[src/logic/mtd_pkg.sv]
package mtd_pkg;
	localparam int          THREADS    = 4;
	localparam int          DATA_W     = 16;
	localparam int          OPC_MSB    = 15;
	localparam int          OPC_LSB    = 11;
	localparam int          SUB_MSB    = 10;
	localparam int          SUB_LSB    = 9;
	localparam int          RD_LSB     = 0;
	localparam int          IMM1_BIT   = 3;
	localparam int          SPAWN_LSB  = 3;
	localparam logic [4:0]  OP_SWAPGRP = 5'h0e;
	localparam logic [4:0]  OP_LOADGRP = 5'h0f;
	localparam logic [4:0]  OP_STORE   = 5'h10;
	localparam logic [4:0]  OP_THREAD  = 5'h12;
	localparam logic [4:0]  OP_JREG    = 5'h13;
	localparam logic [4:0]  OP_JALR    = 5'h14;
	localparam logic [4:0]  OP_JMPI    = 5'h15;
	localparam logic [4:0]  OP_JALI    = 5'h16;
	localparam logic [4:0]  OP_SYSGET  = 5'h19;
	localparam logic [4:0]  OP_SYSPUT  = 5'h1b;
	localparam logic [4:0]  OP_GETTHR  = 5'h1d;
	localparam logic [4:0]  OP_SWFT    = 5'h1e;
	localparam logic [1:0]  SUB_SWAP   = 2'h2;
	localparam logic [1:0]  SUB_LW     = 2'h0;
	localparam logic [1:0]  SUB_LWD    = 2'h2;
	localparam logic [1:0]  SUB_STMAX  = 2'h2;
	localparam logic [1:0]  SUB_KILL   = 2'h1;
	localparam logic [1:0]  SUB_SPAWN  = 2'h2;
	localparam logic [1:0]  SUB_GETREC = 2'h3;
	localparam logic [1:0]  SUB_PUTDBG = 2'h2;
	localparam logic [1:0]  SUB_PUTMSK = 2'h3;
	localparam logic [1:0]  SUB_GETTHR = 2'h0;
	localparam int          EXC_ILLEGAL    = 0;
	localparam int          EXC_MISALIGNED = 1;
	localparam int          EXC_FORBIDDEN  = 2;
	localparam int          EXC_SPAWN      = 3;
	localparam int          EXC_DEADWAIT   = 4;
	localparam logic [15:0] EXR_RESET  = 16'h0000;
	localparam logic [3:0]  TAR_RESET  = 4'h1;
	localparam logic [3:0]  SLOT_PC    = 4'h0;
	localparam logic [3:0]  SLOT_CC    = 4'h1;
	localparam logic [3:0]  SLOT_INSTR = 4'h2;
	localparam logic [3:0]  SLOT_GPR0  = 4'h3;
	localparam logic [3:0]  SLOT_LAST  = 4'ha;
	localparam int          CTX_AW     = 7;
	localparam logic        KIND_INTR  = 1'b0;
	localparam logic        KIND_EXC   = 1'b1;
	localparam logic [15:0] RET_STEP   = 16'h0002;

	typedef enum logic [1:0] {ENG_IDLE, ENG_SAVE, ENG_RESTORE} mtd_eng_e;
endpackage

[src/logic/mtd_dec_if.sv]
`timescale 1ns/100ps
interface mtd_dec_if;
	logic [15:0] instr;
	logic        legal;
	logic        isJump;
	logic        isReturn;
	logic        isLoad;
	logic        isStore;
	logic        isReadRecord;
	logic        isPutDebug;
	logic        isPutMask;
	logic        isKill;
	logic        isSpawn;
	logic        isSwap;
	logic        imm1;
	logic [1:0]  spawnTarget;
	logic [2:0]  rd;

	modport dec (input instr, output legal, isJump, isReturn, isLoad, isStore, isReadRecord,
		isPutDebug, isPutMask, isKill, isSpawn, isSwap, imm1, spawnTarget, rd);
	modport user (output instr, input legal, isJump, isReturn, isLoad, isStore, isReadRecord,
		isPutDebug, isPutMask, isKill, isSpawn, isSwap, imm1, spawnTarget, rd);
endinterface

[src/logic/mtd_core_ctl.sv]
`timescale 1ns/100ps
// Functional notes
// - Swap operation exchanges source bytes into destination.
// - Every instruction carries a five-bit opcode.
// - Without eight-bit immediate, decode two-bit sub-op.
// - No interrupt for inactive or sync-waiting thread.
// - Acknowledge, finish instruction, save, handle, restore, resume.
// - No acknowledge while an interrupt is serviced.
// - Exceptions allowed in handler; none-interrupt during exception.
// - No acknowledge while the current instruction jumps.
// - Exception affects only its own thread.
// - Faulting instruction never writes the register file.
// - Exception saves PC, codes, instruction, registers; a dead-wait fault saves the PC, codes and instruction of the last issue fault.
// - Thread dies after handler; reset revives only thread 0, spawn revives any thread.
// - Illegal opcode or stray return raises illegal-instruction.
// - Misaligned load, store or jump target faults.
// - Jump into data or store into program faults.
// - Spawning an active thread faults the requester.
// - Waiting on a dead partner raises an exception.
// - Record holds one bit per exception cause.
// - Reading the fault record also clears it.
// - Return loads saved address and clears interrupt mask.
// - Debug bit controls zero register writability.
module mtd_core_ctl
	import mtd_pkg::*;
#(
	parameter logic [15:0] EXC_HANDLER_ADDR = 16'h0100
) (
	input  wire logic            clk,
	input  wire logic            reset_n,
	input  wire logic            issueValid,
	input  wire logic [1:0]      issueThread,
	input  wire logic [15:0]     issueInstr,
	input  wire logic [15:0]     issuePc,
	input  wire logic [15:0]     issueAddr,
	input  wire logic            issueJumpTaken,
	input  wire logic [15:0]     srcA,
	input  wire logic [7:0]      condCodes,
	input  wire logic [3:0]      threadWaiting,
	input  wire logic [3:0][3:0] waitPartners,
	input  wire logic [3:0]      intrReq,
	input  wire logic [15:0]     intrAddr,
	output logic      [3:0]      intrAck,
	output logic                 commitEn,
	output logic                 resultValid,
	output logic      [15:0]     resultData,
	output logic      [2:0]      resultReg,
	output logic      [3:0]      threadActive,
	output logic      [3:0]      threadHold,
	output logic      [3:0]      zeroRegWritable,
	output logic      [3:0]      intrMasked,
	output logic      [3:0]      excActive,
	output logic      [1:0]      ctxThread,
	output logic      [2:0]      rfIdx,
	input  wire logic [15:0]     rfRdData,
	output logic                 rfWrEn,
	output logic      [15:0]     rfWrData,
	output logic                 pcLoad,
	output logic      [1:0]      pcLoadThread,
	output logic      [15:0]     pcLoadValue,
	output logic                 ccLoad,
	output logic      [7:0]      ccLoadValue,
	output logic                 spawnValid,
	output logic      [1:0]      spawnThread
);
	if (EXC_HANDLER_ADDR[0] || EXC_HANDLER_ADDR[15]) begin
		$error("mtd_core_ctl: handler address must be even and in program memory");
	end

	typedef struct packed {
		logic [3:0]       reqMeta;
		logic [3:0]       reqSync;
		logic [15:0]      addrMeta;
		logic [15:0]      addrSync;
		logic [3:0]       active;
		logic [3:0]       inIsr;
		logic [3:0]       excBusy;
		logic [3:0]       savePend;
		logic [3:0]       debug;
		logic [3:0]       ack;
		logic [3:0][15:0] record;
		logic [3:0][15:0] isrAddr;
		logic [3:0][15:0] faultPc;
		logic [3:0][15:0] faultInstr;
		logic [3:0][7:0]  faultCc;
		mtd_eng_e         eng;
		logic [1:0]       engThread;
		logic             engKind;
		logic [3:0]       engCnt;
		logic             rstValid;
		logic [3:0]       rstSlot;
		logic [15:0]      engPc;
		logic [7:0]       engCc;
		logic [15:0]      engInstr;
		logic             commit;
		logic             resValid;
		logic [15:0]      resData;
		logic [2:0]       resReg;
		logic             pcLoad;
		logic [1:0]       pcThread;
		logic [15:0]      pcValue;
		logic             ccLoad;
		logic [7:0]       ccValue;
		logic             spawn;
		logic [1:0]       spawnTgt;
	} mtd_ctl_s;

	mtd_ctl_s r;
	mtd_ctl_s n;

	mtd_dec_if dec ();

	logic [1:0]       t;
	logic [3:0]       thrMask;
	logic [3:0]       busyMask;
	logic             engIdle;
	logic             retStall;
	logic             issueOk;
	logic             jumpUsed;
	logic             illegalHit;
	logic             misHit;
	logic             forbidHit;
	logic             spawnHit;
	logic [15:0]      issueExc;
	logic             anyExc;
	logic [3:0]       deadWait;
	logic             intrTake;
	logic [15:0]      memRdData;
	logic [15:0]      memWrData;

	assign dec.instr = issueInstr;

	mtd_decode u_decode (
		.bus (dec.dec)
	);

	assign t        = issueThread;
	assign thrMask  = 4'h1 << r.engThread;
	assign engIdle  = (r.eng == ENG_IDLE);
	assign busyMask = engIdle ? 4'h0 : thrMask;
	// A return cannot start its restore while the shared engine serves another thread.
	assign retStall = issueValid && dec.isReturn && r.inIsr[t] && !(engIdle && !(|r.savePend));
	assign threadHold = busyMask | r.savePend | (retStall ? (4'h1 << t) : 4'h0);
	assign issueOk  = issueValid && r.active[t] && !threadHold[t];

	assign jumpUsed   = dec.isJump && issueJumpTaken;
	assign illegalHit = !dec.legal || (dec.isReturn && !r.inIsr[t]);
	assign misHit     = (dec.isLoad || dec.isStore || jumpUsed) && issueAddr[0];
	assign forbidHit  = (jumpUsed && issueAddr[15]) || (dec.isStore && !issueAddr[15]);
	assign spawnHit   = dec.isSpawn && r.active[dec.spawnTarget];
	assign issueExc   = issueOk ? ((16'(illegalHit) << EXC_ILLEGAL)
		| (16'(misHit) << EXC_MISALIGNED)
		| (16'(forbidHit) << EXC_FORBIDDEN)
		| (16'(spawnHit) << EXC_SPAWN)) : 16'h0000;
	assign anyExc     = |issueExc;

	for (genvar g = 0; g < THREADS; g++) begin : g_dead
		// A killed partner shows as an inactive bit, which covers both wait cases.
		assign deadWait[g] = r.active[g] && threadWaiting[g]
			&& |(waitPartners[g] & ~r.active);
	end

	assign intrTake = issueOk && r.reqSync[t]
		&& !threadWaiting[t]
		&& !r.inIsr[t]
		&& !r.excBusy[t]
		&& !(dec.isJump || dec.isReturn)
		&& !dec.isPutMask && !dec.isKill && !anyExc
		&& engIdle && !(|r.savePend);

	always_comb begin
		logic [15:0] excNow;
		logic [1:0]  sel;
		excNow = 16'h0000;
		sel = 2'h0;
		n = r;
		n.reqMeta  = intrReq;
		n.reqSync  = r.reqMeta;
		n.addrMeta = intrAddr;
		n.addrSync = r.addrMeta;
		n.ack      = 4'h0;
		n.commit   = 1'b0;
		n.resValid = 1'b0;
		n.pcLoad   = 1'b0;
		n.ccLoad   = 1'b0;
		n.spawn    = 1'b0;
		n.rstValid = 1'b0;
		n.resReg   = dec.rd;

		for (int i = 0; i < THREADS; i++) begin
			excNow = (issueOk && (t == 2'(i))) ? issueExc : 16'h0000;
			excNow[EXC_DEADWAIT] = excNow[EXC_DEADWAIT] | (deadWait[i] && !r.excBusy[i]);
			if (issueOk && !anyExc && dec.isReadRecord && (t == 2'(i))) begin
				n.record[i] = EXR_RESET;
			end
			// Clear first and then set, so a fault in the same cycle survives the read.
			n.record[i] = n.record[i] | excNow;
			if ((|excNow) && !r.excBusy[i]) begin
				n.excBusy[i]  = 1'b1;
				n.savePend[i] = 1'b1;
				n.debug[i]    = 1'b1;
				if (issueOk && (t == 2'(i))) begin
					n.faultPc[i]    = issuePc;
					n.faultInstr[i] = issueInstr;
					n.faultCc[i]    = condCodes;
				end
			end
		end

		if (issueOk && !anyExc) begin
			n.commit   = 1'b1;
			n.resValid = dec.isSwap || dec.isReadRecord;
			n.resData  = dec.isSwap ? {srcA[7:0], srcA[15:8]} : r.record[t];
			if (dec.isPutDebug) begin
				n.debug[t] = dec.imm1;
			end
			if (dec.isPutMask) begin
				n.inIsr[t] = dec.imm1;
			end
			if (dec.isReturn) begin
				n.inIsr[t] = 1'b0;
			end
			if (dec.isKill) begin
				n.active[t]  = 1'b0;
				n.inIsr[t]   = 1'b0;
				n.excBusy[t] = 1'b0;
			end
			if (dec.isSpawn) begin
				n.active[dec.spawnTarget]  = 1'b1;
				n.excBusy[dec.spawnTarget] = 1'b0;
				n.spawn    = 1'b1;
				n.spawnTgt = dec.spawnTarget;
			end
		end

		unique case (r.eng)
			ENG_IDLE: begin
				if (intrTake) begin
					n.eng          = ENG_SAVE;
					n.engThread    = t;
					n.engKind      = KIND_INTR;
					n.engCnt       = SLOT_PC;
					n.engPc        = issuePc + RET_STEP;
					n.engCc        = condCodes;
					n.engInstr     = issueInstr;
					n.isrAddr[t]   = r.addrSync;
					n.ack[t]       = 1'b1;
					n.inIsr[t]     = 1'b1;
				end else if (issueOk && !anyExc && dec.isReturn) begin
					n.eng       = ENG_RESTORE;
					n.engThread = t;
					n.engCnt    = SLOT_PC;
				end else if (|r.savePend) begin
					for (int i = THREADS - 1; i >= 0; i--) begin
						if (r.savePend[i]) begin
							sel = 2'(i);
						end
					end
					n.eng         = ENG_SAVE;
					n.engThread   = sel;
					n.engKind     = KIND_EXC;
					n.engCnt      = SLOT_PC;
					n.engPc       = r.faultPc[sel];
					n.engCc       = r.faultCc[sel];
					n.engInstr    = r.faultInstr[sel];
					n.savePend[sel] = 1'b0;
				end
			end
			ENG_SAVE: begin
				if (r.engCnt == SLOT_LAST) begin
					n.eng      = ENG_IDLE;
					n.pcLoad   = 1'b1;
					n.pcThread = r.engThread;
					n.pcValue  = (r.engKind == KIND_EXC) ? EXC_HANDLER_ADDR
						: r.isrAddr[r.engThread];
				end else begin
					n.engCnt = r.engCnt + 4'h1;
				end
			end
			ENG_RESTORE: begin
				n.rstValid = 1'b1;
				n.rstSlot  = r.engCnt;
				if (r.engCnt == SLOT_LAST) begin
					n.eng = ENG_IDLE;
				end else begin
					n.engCnt = r.engCnt + 4'h1;
				end
			end
		endcase

		if (r.rstValid && (r.rstSlot == SLOT_PC)) begin
			n.pcLoad   = 1'b1;
			n.pcThread = r.engThread;
			n.pcValue  = memRdData;
		end
		if (r.rstValid && (r.rstSlot == SLOT_CC)) begin
			n.ccLoad  = 1'b1;
			n.ccValue = memRdData[7:0];
		end
	end

	always_ff @(posedge clk or negedge reset_n) begin
		if (!reset_n) begin
			r        <= '0;
			r.active <= TAR_RESET;
		end else begin
			r <= n;
		end
	end

	always_comb begin
		unique case (r.engCnt)
			SLOT_PC:    memWrData = r.engPc;
			SLOT_CC:    memWrData = {8'h00, r.engCc};
			SLOT_INSTR: memWrData = r.engInstr;
			default:    memWrData = rfRdData;
		endcase
	end

	// Interrupt and exception frames sit apart so a fault inside a handler keeps the frame.
	mtd_ctx_mem #(
		.DATA_W (DATA_W),
		.ADDR_W (CTX_AW)
	) u_ctx_mem (
		.clk     (clk),
		.reset_n (reset_n),
		.wrEn    (r.eng == ENG_SAVE),
		.wrAddr  ({r.engKind, r.engThread, r.engCnt}),
		.wrData  (memWrData),
		.rdAddr  ({KIND_INTR, r.engThread, r.engCnt}),
		.rdData  (memRdData)
	);

	assign rfIdx    = (r.eng == ENG_SAVE) ? 3'(r.engCnt - SLOT_GPR0) : 3'(r.rstSlot - SLOT_GPR0);
	assign rfWrEn   = r.rstValid && (r.rstSlot >= SLOT_GPR0);
	assign rfWrData = memRdData;

	// Zero register opens for debug and while its frame moves in or out.
	assign zeroRegWritable = r.debug | busyMask | (r.rstValid ? thrMask : 4'h0);

	assign intrAck      = r.ack;
	assign commitEn     = r.commit;
	assign resultValid  = r.resValid;
	assign resultData   = r.resData;
	assign resultReg    = r.resReg;
	assign threadActive = r.active;
	assign intrMasked   = r.inIsr;
	assign excActive    = r.excBusy;
	assign ctxThread    = r.engThread;
	assign pcLoad       = r.pcLoad;
	assign pcLoadThread = r.pcThread;
	assign pcLoadValue  = r.pcValue;
	assign ccLoad       = r.ccLoad;
	assign ccLoadValue  = r.ccValue;
	assign spawnValid   = r.spawn;
	assign spawnThread  = r.spawnTgt;
endmodule

[src/logic/mtd_ctx_mem.sv]
`timescale 1ns/100ps
module mtd_ctx_mem #(
	parameter int DATA_W = 16,
	parameter int ADDR_W = 7
) (
	input  wire logic              clk,
	input  wire logic              reset_n,
	input  wire logic              wrEn,
	input  wire logic [ADDR_W-1:0] wrAddr,
	input  wire logic [DATA_W-1:0] wrData,
	input  wire logic [ADDR_W-1:0] rdAddr,
	output logic      [DATA_W-1:0] rdData
);
	if (DATA_W < 1 || ADDR_W < 1 || ADDR_W > 10) begin
		$error("mtd_ctx_mem: unsupported geometry");
	end

	typedef struct packed {
		logic [(2**ADDR_W)-1:0][DATA_W-1:0] cells;
		logic [DATA_W-1:0]                  rd;
	} mtd_mem_s;

	mtd_mem_s r;
	mtd_mem_s n;

	always_comb begin
		n = r;
		n.rd = r.cells[rdAddr];
		if (wrEn) begin
			n.cells[wrAddr] = wrData;
		end
	end

	always_ff @(posedge clk or negedge reset_n) begin
		if (!reset_n) begin
			r <= '0;
		end else begin
			r <= n;
		end
	end

	assign rdData = r.rd;
endmodule

[src/logic/mtd_decode.sv]
`timescale 1ns/100ps
module mtd_decode
	import mtd_pkg::*;
(
	mtd_dec_if.dec bus
);
	logic [4:0] opc;
	logic [1:0] sub;

	assign opc = bus.instr[OPC_MSB:OPC_LSB];
	assign sub = bus.instr[SUB_MSB:SUB_LSB];

	always_comb begin
		bus.legal        = 1'b1;
		bus.isJump       = 1'b0;
		bus.isReturn     = 1'b0;
		bus.isLoad       = 1'b0;
		bus.isStore      = 1'b0;
		bus.isReadRecord = 1'b0;
		bus.isPutDebug   = 1'b0;
		bus.isPutMask    = 1'b0;
		bus.isKill       = 1'b0;
		bus.isSpawn      = 1'b0;
		bus.isSwap       = 1'b0;
		bus.imm1         = bus.instr[IMM1_BIT];
		bus.spawnTarget  = bus.instr[SPAWN_LSB+:2];
		bus.rd           = bus.instr[RD_LSB+:3];
		unique case (opc)
			// The low sub-op bit is a don't-care for the swap variant.
			OP_SWAPGRP: bus.isSwap = (sub[1] == SUB_SWAP[1]);
			OP_LOADGRP: begin
				bus.legal  = (sub != 2'h3);
				bus.isLoad = (sub == SUB_LW) || (sub == SUB_LWD);
			end
			OP_STORE: begin
				bus.legal   = (sub <= SUB_STMAX);
				bus.isStore = bus.legal;
			end
			OP_THREAD: begin
				bus.legal   = (sub != 2'h3);
				bus.isKill  = (sub == SUB_KILL);
				bus.isSpawn = (sub == SUB_SPAWN);
			end
			OP_JREG: begin
				bus.isJump   = !bus.instr[SUB_LSB];
				bus.isReturn = bus.instr[SUB_LSB];
			end
			OP_JALR, OP_JMPI, OP_JALI: bus.isJump = 1'b1;
			OP_SYSGET: bus.isReadRecord = (sub == SUB_GETREC);
			OP_SYSPUT: begin
				bus.isPutDebug = (sub == SUB_PUTDBG);
				bus.isPutMask  = (sub == SUB_PUTMSK);
			end
			OP_GETTHR: bus.legal = (sub == SUB_GETTHR);
			OP_SWFT: bus.isStore = (sub == 2'h0);
			default: bus.legal = 1'b1;
		endcase
	end
endmodule

[config.mk]
export PLATFORM = sky130hd
export DESIGN_NAME = mtd_core_ctl
export DESIGN_NICKNAME = d
export VERILOG_FILES = /design/src/logic/mtd_pkg.sv /design/src/logic/mtd_dec_if.sv /design/src/logic/mtd_core_ctl.sv /design/src/logic/mtd_ctx_mem.sv /design/src/logic/mtd_decode.sv
export SDC_FILE = /design/constraint.sdc
export NUM_CORES = 2
export LEC_CHECK = 0
export BUFFER_PORTS_ARGS = -buffer_cell sky130_fd_sc_hd__buf_2
export CAP_MARGIN = 10
export CORE_UTILIZATION = 25
export CTS_BUF_LIST = sky130_fd_sc_hd__clkbuf_2
export DETAILED_ROUTE_END_ITERATION = 6
export PLACE_DENSITY = 0.35
export SETUP_SLACK_MARGIN = 0.02
export SLEW_MARGIN = 40
export SYNTH_ARGS = -nofsm -noshare
export SYNTH_HDL_FRONTEND = slang
export SYNTH_SLANG_ARGS = --single-unit
[constraint.sdc]
create_clock -name clk -period 3.3 [get_ports clk]
set_clock_uncertainty 0.1 [all_clocks]
set_input_delay 0.165 -clock clk [delete_from_list [all_inputs] [get_ports clk]]
set_output_delay 0.165 -clock clk [all_outputs]
set_load 0.01 [all_outputs]
==> reports/metrics.yaml <==
logic_synthesis:
  seq_area_frac_synth_pct: 58.7
  syn_inst: 5858
  async_flop_share_pct: 100
  synth_edf_count: 0
  avgSynthCellArea_sq_um: 10.6
  syn_area_sq_mm: 0.0619
  syn_nets: 6001
  ys_seq_elements: 1454
  yosys_warnings: 0
  yosysUniqueCellTypes: 76
  synth_ff_type: "dfrtp_1"
clocking:
  htreeDepth: 5
  clk_latency_ns: 1.83
  cts_buffers: 426
  clock-root-buffer: "clkbuf_2"
  max-clock-path-buffers: 4
  path_clk_slew_ns: 0.11
  cts_tree: "built"
  cts.sinks: 1454
placed_design:
  io_buffer_count: 213
  globalplace.congestion: 0.792
  place_ws_ns: -0.0158
  dpl.hpwl_mm: 146
setup_path:
  cp.buffers_inverters: 9
  reg2reg_depth: 9
  cp-endpoint: "r[229]$_DFFE_PN0P_"
  cp_common_cell: "dlygate4sd3_1"
  max_stage_delay_ns: 0.66
  r2r-start: "intrMasked[3]$_DFF_PN0_"
  rr_endpoint: "r[232]$_DFFE_PN0P_"
  cp_cell_sequence: "buf_2 > dlygate4sd3_1 > dlygate4sd3_1 > dlymetal6s4s_1 > nor2b_1 > o211a_1 > dlygate4sd3_1 > a311oi_1 > dlygate4sd3_1 > o2111ai_1 > dlygate4sd3_1 > nor3_2 > nor3_4 > buf_12 > clkbuf_16 > mux2_1"
  crit_type: "in -> reg"
  cp-end-kind: "register"
  worst-path-max-fanout: 10
  cp-startpoint: "issueInstr[14]"
  worstPathArrival_ns: 5.42
  worst-path-stages: 16
  cp_slowest_cell: "dlygate4sd3_1"
  rrSetupSlack_ns: 0.06
  startpoint_type: "input port"
  path_delay_family: "buffers and inverters"
  cp_data_required_time_ns: 4.87
global_route:
  grt_pass1_wl_mm: 353
  grt_antenna_before_repair: 11
  grt_use_total_pct: 18.9
  grt_pass1_vias: 50800
  grt-ovfl-total: 0
  grt_max_degree: 104
min_path:
  hp-class: "in -> reg"
  min_path_cells: 8
timing:
  grt_setup_unrepaired: "true"
  clock.fmax_mhz: 259
  worst_pin_slew_ns: 1.21
  setup_slack_ns: -0.554
  finalHoldViolations: 0
  min_period_ns: 3.85
  finalCritPeriodShare_pct: 117
  relSlewSlack_pct: 19.6
  finalSetupViolations: 324
  drv_slew: 0
  whs_ns: 0.179
floorplan:
  die_y_microns: 500
  ios: 232
  die_x_microns: 500
  coreArea_sq_mm: 0.246
  rows: 182
  start_util_pct: 25.2
  die-area_sq_mm: 0.250
outcome:
  violations: "DRC, setup timing"
  status: "complete, but fails checks"
power:
  vdd_drop_max_mv: 0.489
  p_leak_nw: 36.1
  p_per_area_mw_per_mm2: 730
routing:
  drcViolationCount: 1
  ant_nets: 0
  wl_mm: 238
  drt-pass1-iter-count: 7
  vias: 49300
  drtIter0Drc: 3113
  drt-wirelength-per-cell_microns: 22.9
  avgViaCountPerCell: 4.75
final_layout:
  fill_cells: 25500
  seq_area_sq_mm: 0.0364
  drive_gt1_share_pct: 22.1
  syn_to_final_growth_pct: 25.2
  multi_input_area_sq_mm: 0.0232
  nNetsFinal: 6875
run:
  cap_violations: 0
-- worst min path at each step --
| stage | startpoint | end | slack (ns) |
|---|---|---|---|
| after floorplan | reset_n | ccLoad$_DFF_PN0_ | -0.23 |
| after global placement | reset_n | r[303]$_DFFE_PN0P_ | 0.13 |
| after detailed placement | reset_n | r[273]$_DFFE_PN0P_ | 0.14 |
| after CTS | issueValid | r[347]$_DFF_PN0_ | 0.005 |
| after global routing | issueInstr[14] | r[105]$_DFFE_PN0P_ | -0.05 |
| final | issueInstr[14] | excActive[1]$_DFF_PN0_ | 0.18 |
-- cell usage after synthesis (7+ instances only) --
cell type | count | area [sq um]
a21o_1 | 7 | 52.6
a21oi_1 | 17 | 85.1
a221oi_1 | 34 | 298
a222oi_1 | 35 | 350
a22o_1 | 38 | 333
a22oi_1 | 490 | 3680
a31oi_1 | 28 | 175
and2_1 | 8 | 50.1
and3_1 | 10 | 62.6
buf_1 | 27 | 101
buf_2 | 23 | 115
buf_4 | 94 | 706
clkbuf_1 | 473 | 1780
dfrtp_1 | 1453 | 36400
ha_1 | 9 | 113
inv_1 | 21 | 78.8
mux2_1 | 169 | 1900
mux2_2 | 154 | 1730
mux2i_1 | 49 | 490
mux4_2 | 41 | 923
nand2_1 | 1153 | 4330
nand3_1 | 55 | 275
nand4_1 | 134 | 838
nor2_1 | 57 | 214
nor2b_1 | 13 | 81.3
nor3_1 | 20 | 100
nor3b_1 | 9 | 67.6
o211ai_1 | 33 | 248
o21ai_0 | 1081 | 5410
o21ai_1 | 10 | 50.1
o2bb2ai_1 | 12 | 105
xor2_1 | 8 | 70.1
-- logic make-up (layout without fill, tap and decap cells) --
logic type,count (synthesis),count (layout),synth area share (%)
xor gates and xnor gates,14,14,0.198
adders and majority gates,9,9,0.182
buffers and inverters,640,1810,4.49
AOI/OAI and AO/OA,1826,1826,18.0
muxes,413,413,8.15
and+or+nand+nor,1502,1502,10.3
other,0,21,0
DFF,1454,1454,58.7
-- cell usage in the layout, fill, tap and decap left out, drive strengths merged, types with 10 or more instances in the layout --
cell type    count
inv             24
clkbuf         642
clkinv          81
o2bb2ai         12
mux4            41
and3            10
nor2            58
a22oi          490
buf            621
o211ai          33
dlygate4sd3    432
mux2           323
mux2i           49
a21oi           17
nand4          135
o21ai         1092
diode           21
a222oi          35
nand2         1153
a221oi          34
a22o            38
nand3           55
nor3            20
a31oi           28
nor2b           13
dfrtp         1453
-- metal layers --
metal  GRT usage, %  share of wire (%)  vias to the layer above
li1               -                  -                    22800
met1           27.0                 49                    24900
met2           29.4                 45                     1181
met3           2.83                4.0                      375
met4           5.51                2.3                        2
met5              0             0.0055                        -
-- cell type report --
| class | count | area share, % |
|---|---|---|
| flip-flops and latches | 1454 | 47.0 |
| multi-input cells | 3764 | 29.9 |
| repair buffers | 1063 | 12.9 |
| well taps | 3312 | 5.35 |
| clock buffers | 637 | 4.11 |
| clock inverters | 87 | 0.534 |
| inverters | 23 | 0.119 |
| diodes | 21 | 0.0678 |
-- worst reg2reg max path, stage by stage (launching register included) --
cell and delay (ns):
dfrtp_1 0.39, mux4_2 0.56, buf_4 0.20, o22ai_1 0.19, dlygate4sd3_1 0.62, nor3_2 0.07, nor3_4 0.21, buf_12 0.16
buf_8 0.22, mux2_2 0.36
-- sequential cells by signal, summed over array words and instances, names as in the netlist --
register          count
u_ctx_mem.rdData     16
resultValid           1
resultData           16
commitEn              1
n                    20
intrMasked            4
pcLoad                1
ctxThread             2
ccLoad                1
ccLoadValue           8
threadActive          4
u_ctx_mem.r        1024
spawnThread           2
intrAck               4
pcLoadThread          2
excActive             4
r                   324
resultReg             3
pcLoadValue          16
spawnValid            1
-- per-stage QoR --
stage          instance area, sq um  total power [mW]  utilization [%]  std cells  TNS, ns
2_1_floorplan                 61900              30.7                -       5858        0
3_3_place_gp                  68600              42.5             27.9       9129  -0.0353
3_5_place_dp                  68600              42.5             27.9       9129  -0.0158
4_1_cts                       77100              57.5             31.3      10300  -230.86
5_1_grt                       77500              60.1             31.5      10300   -74.34
6_report                      77500              56.6             31.5      10400   -92.57
-- power by group --
group	switching [mW]	total [mW]	internal, mW
clock	8.07	13.4	5.29
sequential	1.14	20.6	19.5
combinational	14.4	22.6	8.16
total	23.6	56.6	32.9
-- timing repair --
action,CTS,global route
resized for setup,62,38
setup buffers,25,20
hold endpoints to repair,2839,163
pin swaps,16,16
hold buffers,432,19
setup endpoints to repair,17,516
gates cloned,3,4
(Power assumes the default switching activity.)
